==> config.mk <==
export PLATFORM = sky130hd
export DESIGN_NAME = pcht_cfg_tail
export DESIGN_NICKNAME = d
export VERILOG_FILES = /design/src/verilog/pcht_pkg.sv /design/src/verilog/pcht_tmo_if.sv /design/src/verilog/pcht_timeout.sv /design/src/verilog/pcht_cfg_tail.sv
export SDC_FILE = /design/constraint.sdc
export NUM_CORES = 1
export LEC_CHECK = 0
export BUFFER_PORTS_ARGS = -buffer_cell sky130_fd_sc_hd__buf_2
export CORE_MARGIN = 1.5
export CORE_UTILIZATION = 35
export DETAILED_ROUTE_END_ITERATION = 7
export RECOVER_POWER = 50
export SYNTH_ARGS = -nofsm -noshare
export SYNTH_HDL_FRONTEND = slang
export SYNTH_SLANG_ARGS = --single-unit
export TNS_END_PERCENT = 100
==> constraint.sdc <==
create_clock -name sys_clk -period 2.6 [get_ports sys_clk]
set_clock_uncertainty 0.05 [all_clocks]
set_input_delay 0.39 -clock sys_clk [delete_from_list [all_inputs] [get_ports sys_clk]]
set_output_delay 0.39 -clock sys_clk [all_outputs]
set_load 0.1 [all_outputs]
==> src/verilog/pcht_pkg.sv <==
`default_nettype none
package pcht_pkg;
   // configuration byte offsets
   localparam logic [7:0] CAP_HEAD_OFS      = 8'h34;
   localparam logic [7:0] INT_LINE_OFS      = 8'h3c;
   localparam logic [7:0] INT_PIN_OFS       = 8'h3d;
   localparam logic [7:0] MIN_GRANT_OFS     = 8'h3e;
   localparam logic [7:0] MAX_LATENCY_OFS   = 8'h3f;
   localparam logic [7:0] TRDY_TMO_OFS      = 8'h40;
   localparam logic [7:0] RETRY_TMO_OFS     = 8'h41;
   localparam logic [7:0] USB_RELEASE_OFS   = 8'h60;
   localparam logic [7:0] FRAME_TRIM_OFS    = 8'h61;
   localparam logic [7:0] PORT_WAKE_OFS     = 8'h62;

   // reset and fixed values
   localparam logic [7:0]  CAP_HEAD_RST     = 8'hdc;
   localparam logic [7:0]  CAP_RSVD_MASK    = 8'hfc;
   localparam logic [7:0]  INT_LINE_RST     = 8'h00;
   localparam logic [7:0]  INT_PIN_NONE     = 8'h00;
   localparam logic [7:0]  INT_PIN_A        = 8'h01;
   localparam logic [7:0]  INT_PIN_B        = 8'h02;
   localparam logic [7:0]  INT_PIN_C        = 8'h03;
   localparam logic [7:0]  INT_PIN_D        = 8'h04;
   localparam logic [7:0]  MIN_GRANT_FS     = 8'h01;
   localparam logic [7:0]  MIN_GRANT_HS     = 8'h02;
   localparam logic [7:0]  MAX_LATENCY_FS   = 8'h2a;
   localparam logic [7:0]  MAX_LATENCY_HS   = 8'h10;
   localparam logic [7:0]  TRDY_TMO_RST     = 8'h00;
   localparam logic [7:0]  RETRY_TMO_RST    = 8'h80;
   localparam logic [7:0]  USB_RELEASE_VAL  = 8'h20;
   localparam logic [7:0]  FRAME_TRIM_RST   = 8'h20;
   localparam logic [15:0] PORT_WAKE_RST    = 16'h001f;
   localparam int          CAP_PRESENT_BIT  = 4;

   // timer geometry
   localparam int TMO_WIDTH       = 13;
   localparam int TRDY_LOW_ZEROS  = 5;

   // latency hint unit, expressed in system clocks
   localparam int HINT_UNIT_NS     = 250;
   localparam int SYS_CLK_MHZ      = 200;
   localparam int HINT_UNIT_CYCLES = (HINT_UNIT_NS * SYS_CLK_MHZ) / 1000;
endpackage
`default_nettype wire

==> src/verilog/pcht_tmo_if.sv <==
`default_nettype none
interface pcht_tmo_if #(parameter int WIDTH = 13);
   logic [WIDTH-1:0] limit;
   logic             restart;
   logic             tick;
   logic             expired;

   modport owner (output limit, output restart, output tick, input expired);
   modport timer (input limit, input restart, input tick, output expired);
endinterface
`default_nettype wire

==> src/verilog/pcht_timeout.sv <==
`default_nettype none
module pcht_timeout #(
   parameter int WIDTH = 13
) (
   // clock and reset
   input  wire logic  sys_clk,
   input  wire logic  resetn,
   // control from the owner
   pcht_tmo_if.timer  tmo
);
   logic [WIDTH-1:0] count;
   logic             fired;

   generate
      if (WIDTH < 2) begin : g_bad_width
         $error("pcht_timeout: WIDTH must be at least 2");
      end
   endgenerate

   // saturating count; a limit of zero means the check is off
   always_ff @(posedge sys_clk or negedge resetn) begin
      if (!resetn) begin
         count <= '0;
      end else if (tmo.restart) begin
         count <= '0;
      end else if (tmo.tick && count != '1) begin
         count <= count + 1'b1;
      end
   end

   // one pulse per restart, on the tick that passes the limit
   always_ff @(posedge sys_clk or negedge resetn) begin
      if (!resetn) begin
         fired <= 1'b0;
      end else if (tmo.restart) begin
         fired <= 1'b0;
      end else if (tmo.expired) begin
         fired <= 1'b1;
      end
   end

   assign tmo.expired = tmo.tick && !tmo.restart && !fired && tmo.limit != '0
                        && (count >= tmo.limit);
endmodule
`default_nettype wire

==> src/verilog/pcht_cfg_tail.sv <==
`default_nettype none
////////////////////////////////////////////////////////////////////////////////
// Contract
// - capability head byte at 34h reads fixed DCh, read only.
// - capability head valid only while status capability flag is set.
// - two low bits of capability head always read zero.
// - interrupt line byte at 3Ch, read-write, resets 00h, no effect.
// - pin byte codes: 1 A, 2 B, 3 C, 4 D, zero none.
// - interrupt pin byte at 3Dh reads 01h, pin A.
// - grant and latency hints count 250 ns units; zero means none.
// - min grant at 3Eh reads 01h full-speed, 02h high-speed.
// - max latency at 3Fh reads 2Ah full-speed, 10h high-speed.
// - target-ready timeout byte at 40h resets 00h; zero disables check.
// - 13-bit target-ready timer, byte in upper bits, counts bus clocks.
// - target-ready wait beyond limit sets unrecoverable error flag.
// - retry timeout byte at 41h resets 80h; zero disables check.
// - retries beyond retry limit set unrecoverable error flag.
// - high-speed function holds release 60h, frame trim 61h, wake mask 62h.
////////////////////////////////////////////////////////////////////////////////
module pcht_cfg_tail #(
   parameter bit HIGH_SPEED = 1'b1
) (
   // clock and reset
   input  wire logic        sys_clk,
   input  wire logic        resetn,
   // configuration cycle port
   input  wire logic [7:0]  cfg_addr,
   input  wire logic        cfg_rd,
   input  wire logic        cfg_wr,
   input  wire logic [3:0]  cfg_be,
   input  wire logic [31:0] cfg_wdata,
   output logic [31:0]      cfg_rdata,
   output logic             cfg_ack,
   // bus-master transaction events
   input  wire logic        mst_txn_start,
   input  wire logic        mst_attempt_start,
   input  wire logic        mst_wait_trdy,
   input  wire logic        mst_retry,
   input  wire logic        mst_data_done,
   // status flags
   input  wire logic        error_flag_clear,
   output logic             unrecoverable_error_flag,
   output logic             capability_list_present,
   // values used by the host controller core
   output logic [7:0]       interrupt_line_route,
   output logic [7:0]       frame_length_trim,
   output logic [15:0]      port_wake_mask
);
   ////////////////////////////////////////////////////////////////////////////
   // types and helpers

   typedef enum logic [1:0] {
      PCHT_IDLE,
      PCHT_WAIT,
      PCHT_STALLED
   } pcht_txn_e;

   localparam int TW = pcht_pkg::TMO_WIDTH;

   localparam logic [7:0] MIN_GRANT_VAL =
      HIGH_SPEED ? pcht_pkg::MIN_GRANT_HS : pcht_pkg::MIN_GRANT_FS;
   localparam logic [7:0] MAX_LATENCY_VAL =
      HIGH_SPEED ? pcht_pkg::MAX_LATENCY_HS : pcht_pkg::MAX_LATENCY_FS;

   // byte lane of an offset within its dword
   function automatic logic [1:0] lane_of(input logic [7:0] ofs);
      lane_of = ofs[1:0];
   endfunction

   // dword index of an offset
   function automatic logic [5:0] dword_of(input logic [7:0] ofs);
      dword_of = ofs[7:2];
   endfunction

   // write hit on one byte of configuration space
   function automatic logic byte_hit(input logic [7:0] ofs,
                                     input logic [7:0] addr,
                                     input logic [3:0] be);
      byte_hit = (dword_of(addr) == dword_of(ofs)) && be[lane_of(ofs)];
   endfunction

   function automatic logic [7:0] lane_data(input logic [31:0] d,
                                            input logic [1:0]  lane);
      lane_data = d[8*lane +: 8];
   endfunction

   ////////////////////////////////////////////////////////////////////////////
   // read-write registers

   logic [7:0]  target_ready_timeout_byte;
   logic [7:0]  retry_timeout_byte;
   logic [7:0]  interrupt_line_q;
   logic [7:0]  frame_trim_q;
   logic [15:0] port_wake_q;
   logic        hs_write;

   assign hs_write = cfg_wr && HIGH_SPEED;

   // routing byte only stored for software, nothing inside looks at it
   always_ff @(posedge sys_clk or negedge resetn) begin
      if (!resetn) begin
         interrupt_line_q <= pcht_pkg::INT_LINE_RST;
      end else if (cfg_wr && byte_hit(pcht_pkg::INT_LINE_OFS, cfg_addr, cfg_be)) begin
         interrupt_line_q <= lane_data(cfg_wdata, lane_of(pcht_pkg::INT_LINE_OFS));
      end
   end

   always_ff @(posedge sys_clk or negedge resetn) begin
      if (!resetn) begin
         target_ready_timeout_byte <= pcht_pkg::TRDY_TMO_RST;
      end else if (cfg_wr && byte_hit(pcht_pkg::TRDY_TMO_OFS, cfg_addr, cfg_be)) begin
         target_ready_timeout_byte <= lane_data(cfg_wdata, lane_of(pcht_pkg::TRDY_TMO_OFS));
      end
   end

   always_ff @(posedge sys_clk or negedge resetn) begin
      if (!resetn) begin
         retry_timeout_byte <= pcht_pkg::RETRY_TMO_RST;
      end else if (cfg_wr && byte_hit(pcht_pkg::RETRY_TMO_OFS, cfg_addr, cfg_be)) begin
         retry_timeout_byte <= lane_data(cfg_wdata, lane_of(pcht_pkg::RETRY_TMO_OFS));
      end
   end

   // full-speed functions have no such registers; writes there are dropped
   always_ff @(posedge sys_clk or negedge resetn) begin
      if (!resetn) begin
         frame_trim_q <= pcht_pkg::FRAME_TRIM_RST;
      end else if (hs_write && byte_hit(pcht_pkg::FRAME_TRIM_OFS, cfg_addr, cfg_be)) begin
         frame_trim_q <= lane_data(cfg_wdata, lane_of(pcht_pkg::FRAME_TRIM_OFS));
      end
   end

   always_ff @(posedge sys_clk or negedge resetn) begin
      if (!resetn) begin
         port_wake_q <= pcht_pkg::PORT_WAKE_RST;
      end else if (hs_write && dword_of(cfg_addr) == dword_of(pcht_pkg::PORT_WAKE_OFS)) begin
         if (cfg_be[2]) begin
            port_wake_q[7:0] <= cfg_wdata[23:16];
         end
         if (cfg_be[3]) begin
            port_wake_q[15:8] <= cfg_wdata[31:24];
         end
      end
   end

   assign interrupt_line_route    = interrupt_line_q;
   assign frame_length_trim       = frame_trim_q;
   assign port_wake_mask          = port_wake_q;
   // the list always exists here, so the head byte is always meaningful
   assign capability_list_present = 1'b1;

   ////////////////////////////////////////////////////////////////////////////
   // configuration reads

   logic [31:0] next_cfg_rdata;

   always_comb begin
      next_cfg_rdata = 32'h0000_0000;
      case (dword_of(cfg_addr))
         dword_of(pcht_pkg::CAP_HEAD_OFS): begin
            next_cfg_rdata[7:0] = pcht_pkg::CAP_HEAD_RST & pcht_pkg::CAP_RSVD_MASK;
         end
         dword_of(pcht_pkg::INT_LINE_OFS): begin
            next_cfg_rdata = {MAX_LATENCY_VAL,
                              MIN_GRANT_VAL,
                              pcht_pkg::INT_PIN_A,
                              interrupt_line_q};
         end
         dword_of(pcht_pkg::TRDY_TMO_OFS): begin
            next_cfg_rdata[15:0] = {retry_timeout_byte, target_ready_timeout_byte};
         end
         dword_of(pcht_pkg::USB_RELEASE_OFS): begin
            if (HIGH_SPEED) begin
               next_cfg_rdata = {port_wake_q, frame_trim_q,
                                 pcht_pkg::USB_RELEASE_VAL};
            end
         end
         default: begin
            next_cfg_rdata = 32'h0000_0000;
         end
      endcase
   end

   // answer one cycle after the request; unmapped dwords read zero
   always_ff @(posedge sys_clk or negedge resetn) begin
      if (!resetn) begin
         cfg_rdata <= 32'h0000_0000;
      end else if (cfg_rd) begin
         cfg_rdata <= next_cfg_rdata;
      end
   end

   always_ff @(posedge sys_clk or negedge resetn) begin
      if (!resetn) begin
         cfg_ack <= 1'b0;
      end else begin
         cfg_ack <= cfg_rd || cfg_wr;
      end
   end

   ////////////////////////////////////////////////////////////////////////////
   // transaction tracking

   // timer carriers declared ahead of the tracker that reads their expiry
   pcht_tmo_if #(.WIDTH(TW)) trdy_if ();
   pcht_tmo_if #(.WIDTH(TW)) retry_if ();

   generate
      if (TW < 8 + pcht_pkg::TRDY_LOW_ZEROS) begin : g_bad_timer
         $error("pcht_cfg_tail: timer too narrow for the timeout byte");
      end
   endgenerate

   pcht_txn_e txn_state;
   pcht_txn_e next_txn_state;

   always_comb begin
      next_txn_state = txn_state;
      case (txn_state)
         PCHT_IDLE: begin
            if (mst_txn_start || mst_attempt_start) begin
               next_txn_state = PCHT_WAIT;
            end
         end
         PCHT_WAIT: begin
            if (mst_data_done) begin
               next_txn_state = PCHT_IDLE;
            end else if (trdy_if.expired || retry_if.expired) begin
               next_txn_state = PCHT_STALLED;
            end
         end
         PCHT_STALLED: begin
            // stays until the master gives up or completes
            if (mst_data_done || mst_txn_start) begin
               next_txn_state = mst_txn_start ? PCHT_WAIT : PCHT_IDLE;
            end
         end
         default: begin
            next_txn_state = PCHT_IDLE;
         end
      endcase
   end

   always_ff @(posedge sys_clk or negedge resetn) begin
      if (!resetn) begin
         txn_state <= PCHT_IDLE;
      end else begin
         txn_state <= next_txn_state;
      end
   end

   ////////////////////////////////////////////////////////////////////////////
   // timeout timers

   // upper eight bits from the byte, low five fixed zero; counts bus clocks
   assign trdy_if.limit   = {target_ready_timeout_byte, {pcht_pkg::TRDY_LOW_ZEROS{1'b0}}};
   assign trdy_if.restart = mst_attempt_start || mst_txn_start || mst_data_done;
   assign trdy_if.tick    = mst_wait_trdy && txn_state != PCHT_IDLE;

   // retry count spans all attempts of one transaction
   assign retry_if.limit   = {{(TW-8){1'b0}}, retry_timeout_byte};
   assign retry_if.restart = mst_txn_start || mst_data_done;
   assign retry_if.tick    = mst_retry && txn_state != PCHT_IDLE;

   pcht_timeout #(.WIDTH(TW)) u_trdy_timer (
      .sys_clk (sys_clk),
      .resetn  (resetn),
      .tmo     (trdy_if.timer)
   );

   pcht_timeout #(.WIDTH(TW)) u_retry_timer (
      .sys_clk (sys_clk),
      .resetn  (resetn),
      .tmo     (retry_if.timer)
   );

   ////////////////////////////////////////////////////////////////////////////
   // unrecoverable error flag

   // a new expiry in the clearing cycle wins, so no event is lost
   always_ff @(posedge sys_clk or negedge resetn) begin
      if (!resetn) begin
         unrecoverable_error_flag <= 1'b0;
      end else if (trdy_if.expired || retry_if.expired) begin
         unrecoverable_error_flag <= 1'b1;
      end else if (error_flag_clear) begin
         unrecoverable_error_flag <= 1'b0;
      end
   end

endmodule
`default_nettype wire

==> reports/qor.yml <==
status:
  outcome: "completed"
finish:
  layout.nets: 713
  antenna_cells: 0
  final.fill_count: 1455
  regArea_um2: 2810
  syn2layout_area_growth_pct: 19.9
  drive_above_1_share: 0.295
  final_area_um2: 6470
  multiInputGateArea_um2: 2270
cts:
  cts-resized-gates: 0
  clk_pin_slew_worst_paths_ps: 70
  cts_tree: "built"
  h-tree-depth: 3
  cts_sinks: 112
  worstSkewPairLatency_ps: 360
  cts_inserted_buffers: 9
  clockBufferDepth: 2
  clockRootBuffer: "clkbuf_16"
setup_path:
  reg2reg_slack_ps: 460
  crit_end: "u_trdy_timer.count[9]"
  rr_endpoint: "u_trdy_timer.count[9]"
  required_ps: 2800
  crit_path_start: "u_trdy_timer.count[0]"
  cp-start-kind: "flip-flop"
  r2r_cells: 7
  path_class: "reg2reg"
  worst_ep_arrival_time_ps: 2330
  worstPathMaxFanout: 5
  end_kind: "flip-flop"
  r2r-start: "u_trdy_timer.count[0]"
yosys:
  synth_edf_count: 0
  ys_seq_area_frac: 0.521
  ys_seq_elements: 112
  synth_area_leaders: "dfrtp_1, mux2_2, ha_1, o21ai_0, inv_1"
  syn-num-nets: 598
  muxShareOfSynthArea: 0.0748
  synthCells: 525
  synthFlopType: "dfrtp_1"
  synth_xor_area_frac: 0.0341
  syn_area_um2: 5400
  synth_top_family_by_area: "simple AND/OR/NAND/NOR gates"
  synth_top_area_cell: "dfrtp_1"
  synth-compound-area-share: 0.115
  synth.top_cell.area_share: 0.486
  ys_warn_count: 0
  synthArstFlopShare: 1.00
  avgSynthCellArea_um2: 10.3
  synth.distinct_cells: 54
  synth_fa_ha_area_frac: 0.0440
  yosys.area_share.simple: 0.153
die:
  die_area_um2: 16200
  fp.dieW_um: 127
  fp-row-count: 45
  start_util: 0.357
  die_h_um: 127
  core_um2: 15100
  io_pins: 121
timing:
  final.min_clock_period_ps: 2140
  finalCritPeriodShare: 0.822
  timing.final.max_slew_violations: 0
  setup_tns_ps: 0
  hold_viol_final: 0
  setup_viol: 0
  worstMarginPinSlew_ps: 1180
  rsz0062_at_grt: "no"
  fmax_mhz: 468
  slew_headroom: 0.220
routing:
  ant_nets: 0
  via_count: 4086
  remaining_drc_errors: 0
  wire_per_inst_um: 15.2
  drtPass1Iterations: 4
  drt_iter0_drc: 240
  via_per_inst: 4.91
  routed_wl_mm: 12.6
hold_path:
  hp-class: "in2reg"
placed_design:
  place_congestion: 0.798
  dpl_cell_area_um2: 6200
  place_hpwl_mm: 9.58
  port_buffers: 117
global_routing:
  grt_max_degree: 49
  grtUsageTotal: 0.163
  grt_pass1_vias: 4008
  grt_pass1_wl_mm: 20.8
  grt_remaining_overflow: 0
  antenna_found_initial: 0
power_and_ir_drop:
  power_uw: 4070
  worst_ir_drop_vdd_mv: 0.313
  p_per_area_nw_per_um2: 628
  p_leak_uw: 0.00311
flow_run:
  cap_violations: 0
metal layers:
layer / part of all wire / track usage / vias up
li1: - / - / 2015
met1: 0.48 / 0.221 / 1957
met2: 0.46 / 0.255 / 101
met3: 0.045 / 0.0343 / 13
met4: 0.016 / 0.0682 / 0
met5: 0 / 0 / -
synthesized netlist by cell type, types with 2 or more instances:
cell type,count
dfrtp_1,105
inv_1,52
nor2_1,47
o21ai_0,44
nand2_1,39
mux2_2,34
nand3_1,26
ha_1,19
a21oi_1,13
xnor2_1,11
clkbuf_1,10
xor2_1,10
and3_1,9
nand2b_1,9
buf_2,8
o22ai_1,8
a22oi_1,7
dfstp_2,7
nor4_1,6
o21a_1,5
nand3_2,4
a31oi_1,3
and2_1,3
buf_1,3
nand4_1,3
nor2b_1,3
o21ai_1,3
or2_2,3
and4_1,2
buf_4,2
nor3_1,2
o2111ai_1,2
o31ai_1,2
cell type report:
cell class	instances	share of cell area
sequential	112	0.434
inverter	52	0.0301
clock buffer	11	0.0390
timing repair buffer	128	0.101
clock inverter	4	0.00831
tap	188	0.0363
multi-input combinational	337	0.351
flip-flops by register name (all words and copies together), names as in the netlist:
signal / flops
interrupt_line_route: 8
retry_timeout_byte: 8
unrecoverable_error_flag: 1
cfg_rdata: 32
port_wake_mask: 16
cfg_ack: 1
u_trdy_timer.fired: 1
u_retry_timer.fired: 1
u_retry_timer.count: 13
frame_length_trim: 8
target_ready_timeout_byte: 8
txn_state: 2
u_trdy_timer.count: 13
cells by family after synthesis:
| family | count (synthesis) |
|---|---|
| multiplexers | 36 |
| flip-flops | 112 |
| AO/OA/AOI/OAI | 96 |
| XOR/XNOR | 21 |
| adder cells (fa/ha/maj) | 19 |
| buffers and inverters | 76 |
| other | 1 |
| AND/OR/NAND/NOR | 164 |
worst max-delay path, cell delays in order (launching register included):
cell       delay [ps]
dfrtp_1           430
ha_1              240
nand3_2           100
nor2_1             70
a2111oi_2         540
or3b_1            410
xor2_1            130
nor2_1             50
power breakdown:
| part | switching, uW | internal [uW] |
|---|---|---|
| clock network | 643 | 797 |
| registers | 70.9 | 1830 |
| logic | 563 | 162 |
how the worst min path moves through the flow:
stage,slack (ps),startpoint,depth (start not counted),endpoint
after CTS,150,error_flag_clear,2,unrecoverable_error_flag
after detailed placement,340,resetn,1,cfg_ack
after global placement,330,resetn,1,cfg_ack
final,170,error_flag_clear,2,unrecoverable_error_flag
after floorplan,40,resetn,0,cfg_ack
after global routing,180,error_flag_clear,2,unrecoverable_error_flag
repair_timing:
item	CTS	global route
setup buffers	0	0
hold endpoints to repair	32	0
hold buffers	1	0
cells in the final DEF (no fill, tap or decap), drive strengths merged, types with 5 or more instances in the layout:
master  synthesis  final
a21oi          13     13
a22oi           7      7
and3            9      9
buf            14    116
clkbuf         10     22
dfrtp         105    105
dfstp           7      7
ha             19     19
inv            52     52
mux2           35     35
nand2          39     39
nand2b          9      9
nand3          30     30
nor2           47     47
nor4            7      7
o21a            5      5
o21ai          47     47
o22ai           9      9
xnor2          11     11
xor2           10     10
per-stage QoR:
step	utilization	instances	hold slack (ps)	setup slack [ps]
after CTS	0.430	832	149	470
final	0.428	832	166	462
after floorplan	-	525	44.4	637
after global routing	0.428	832	184	243
after global placement	0.409	816	327	361
after detailed placement	0.409	816	335	336
Power figures use the tool's default switching activity.
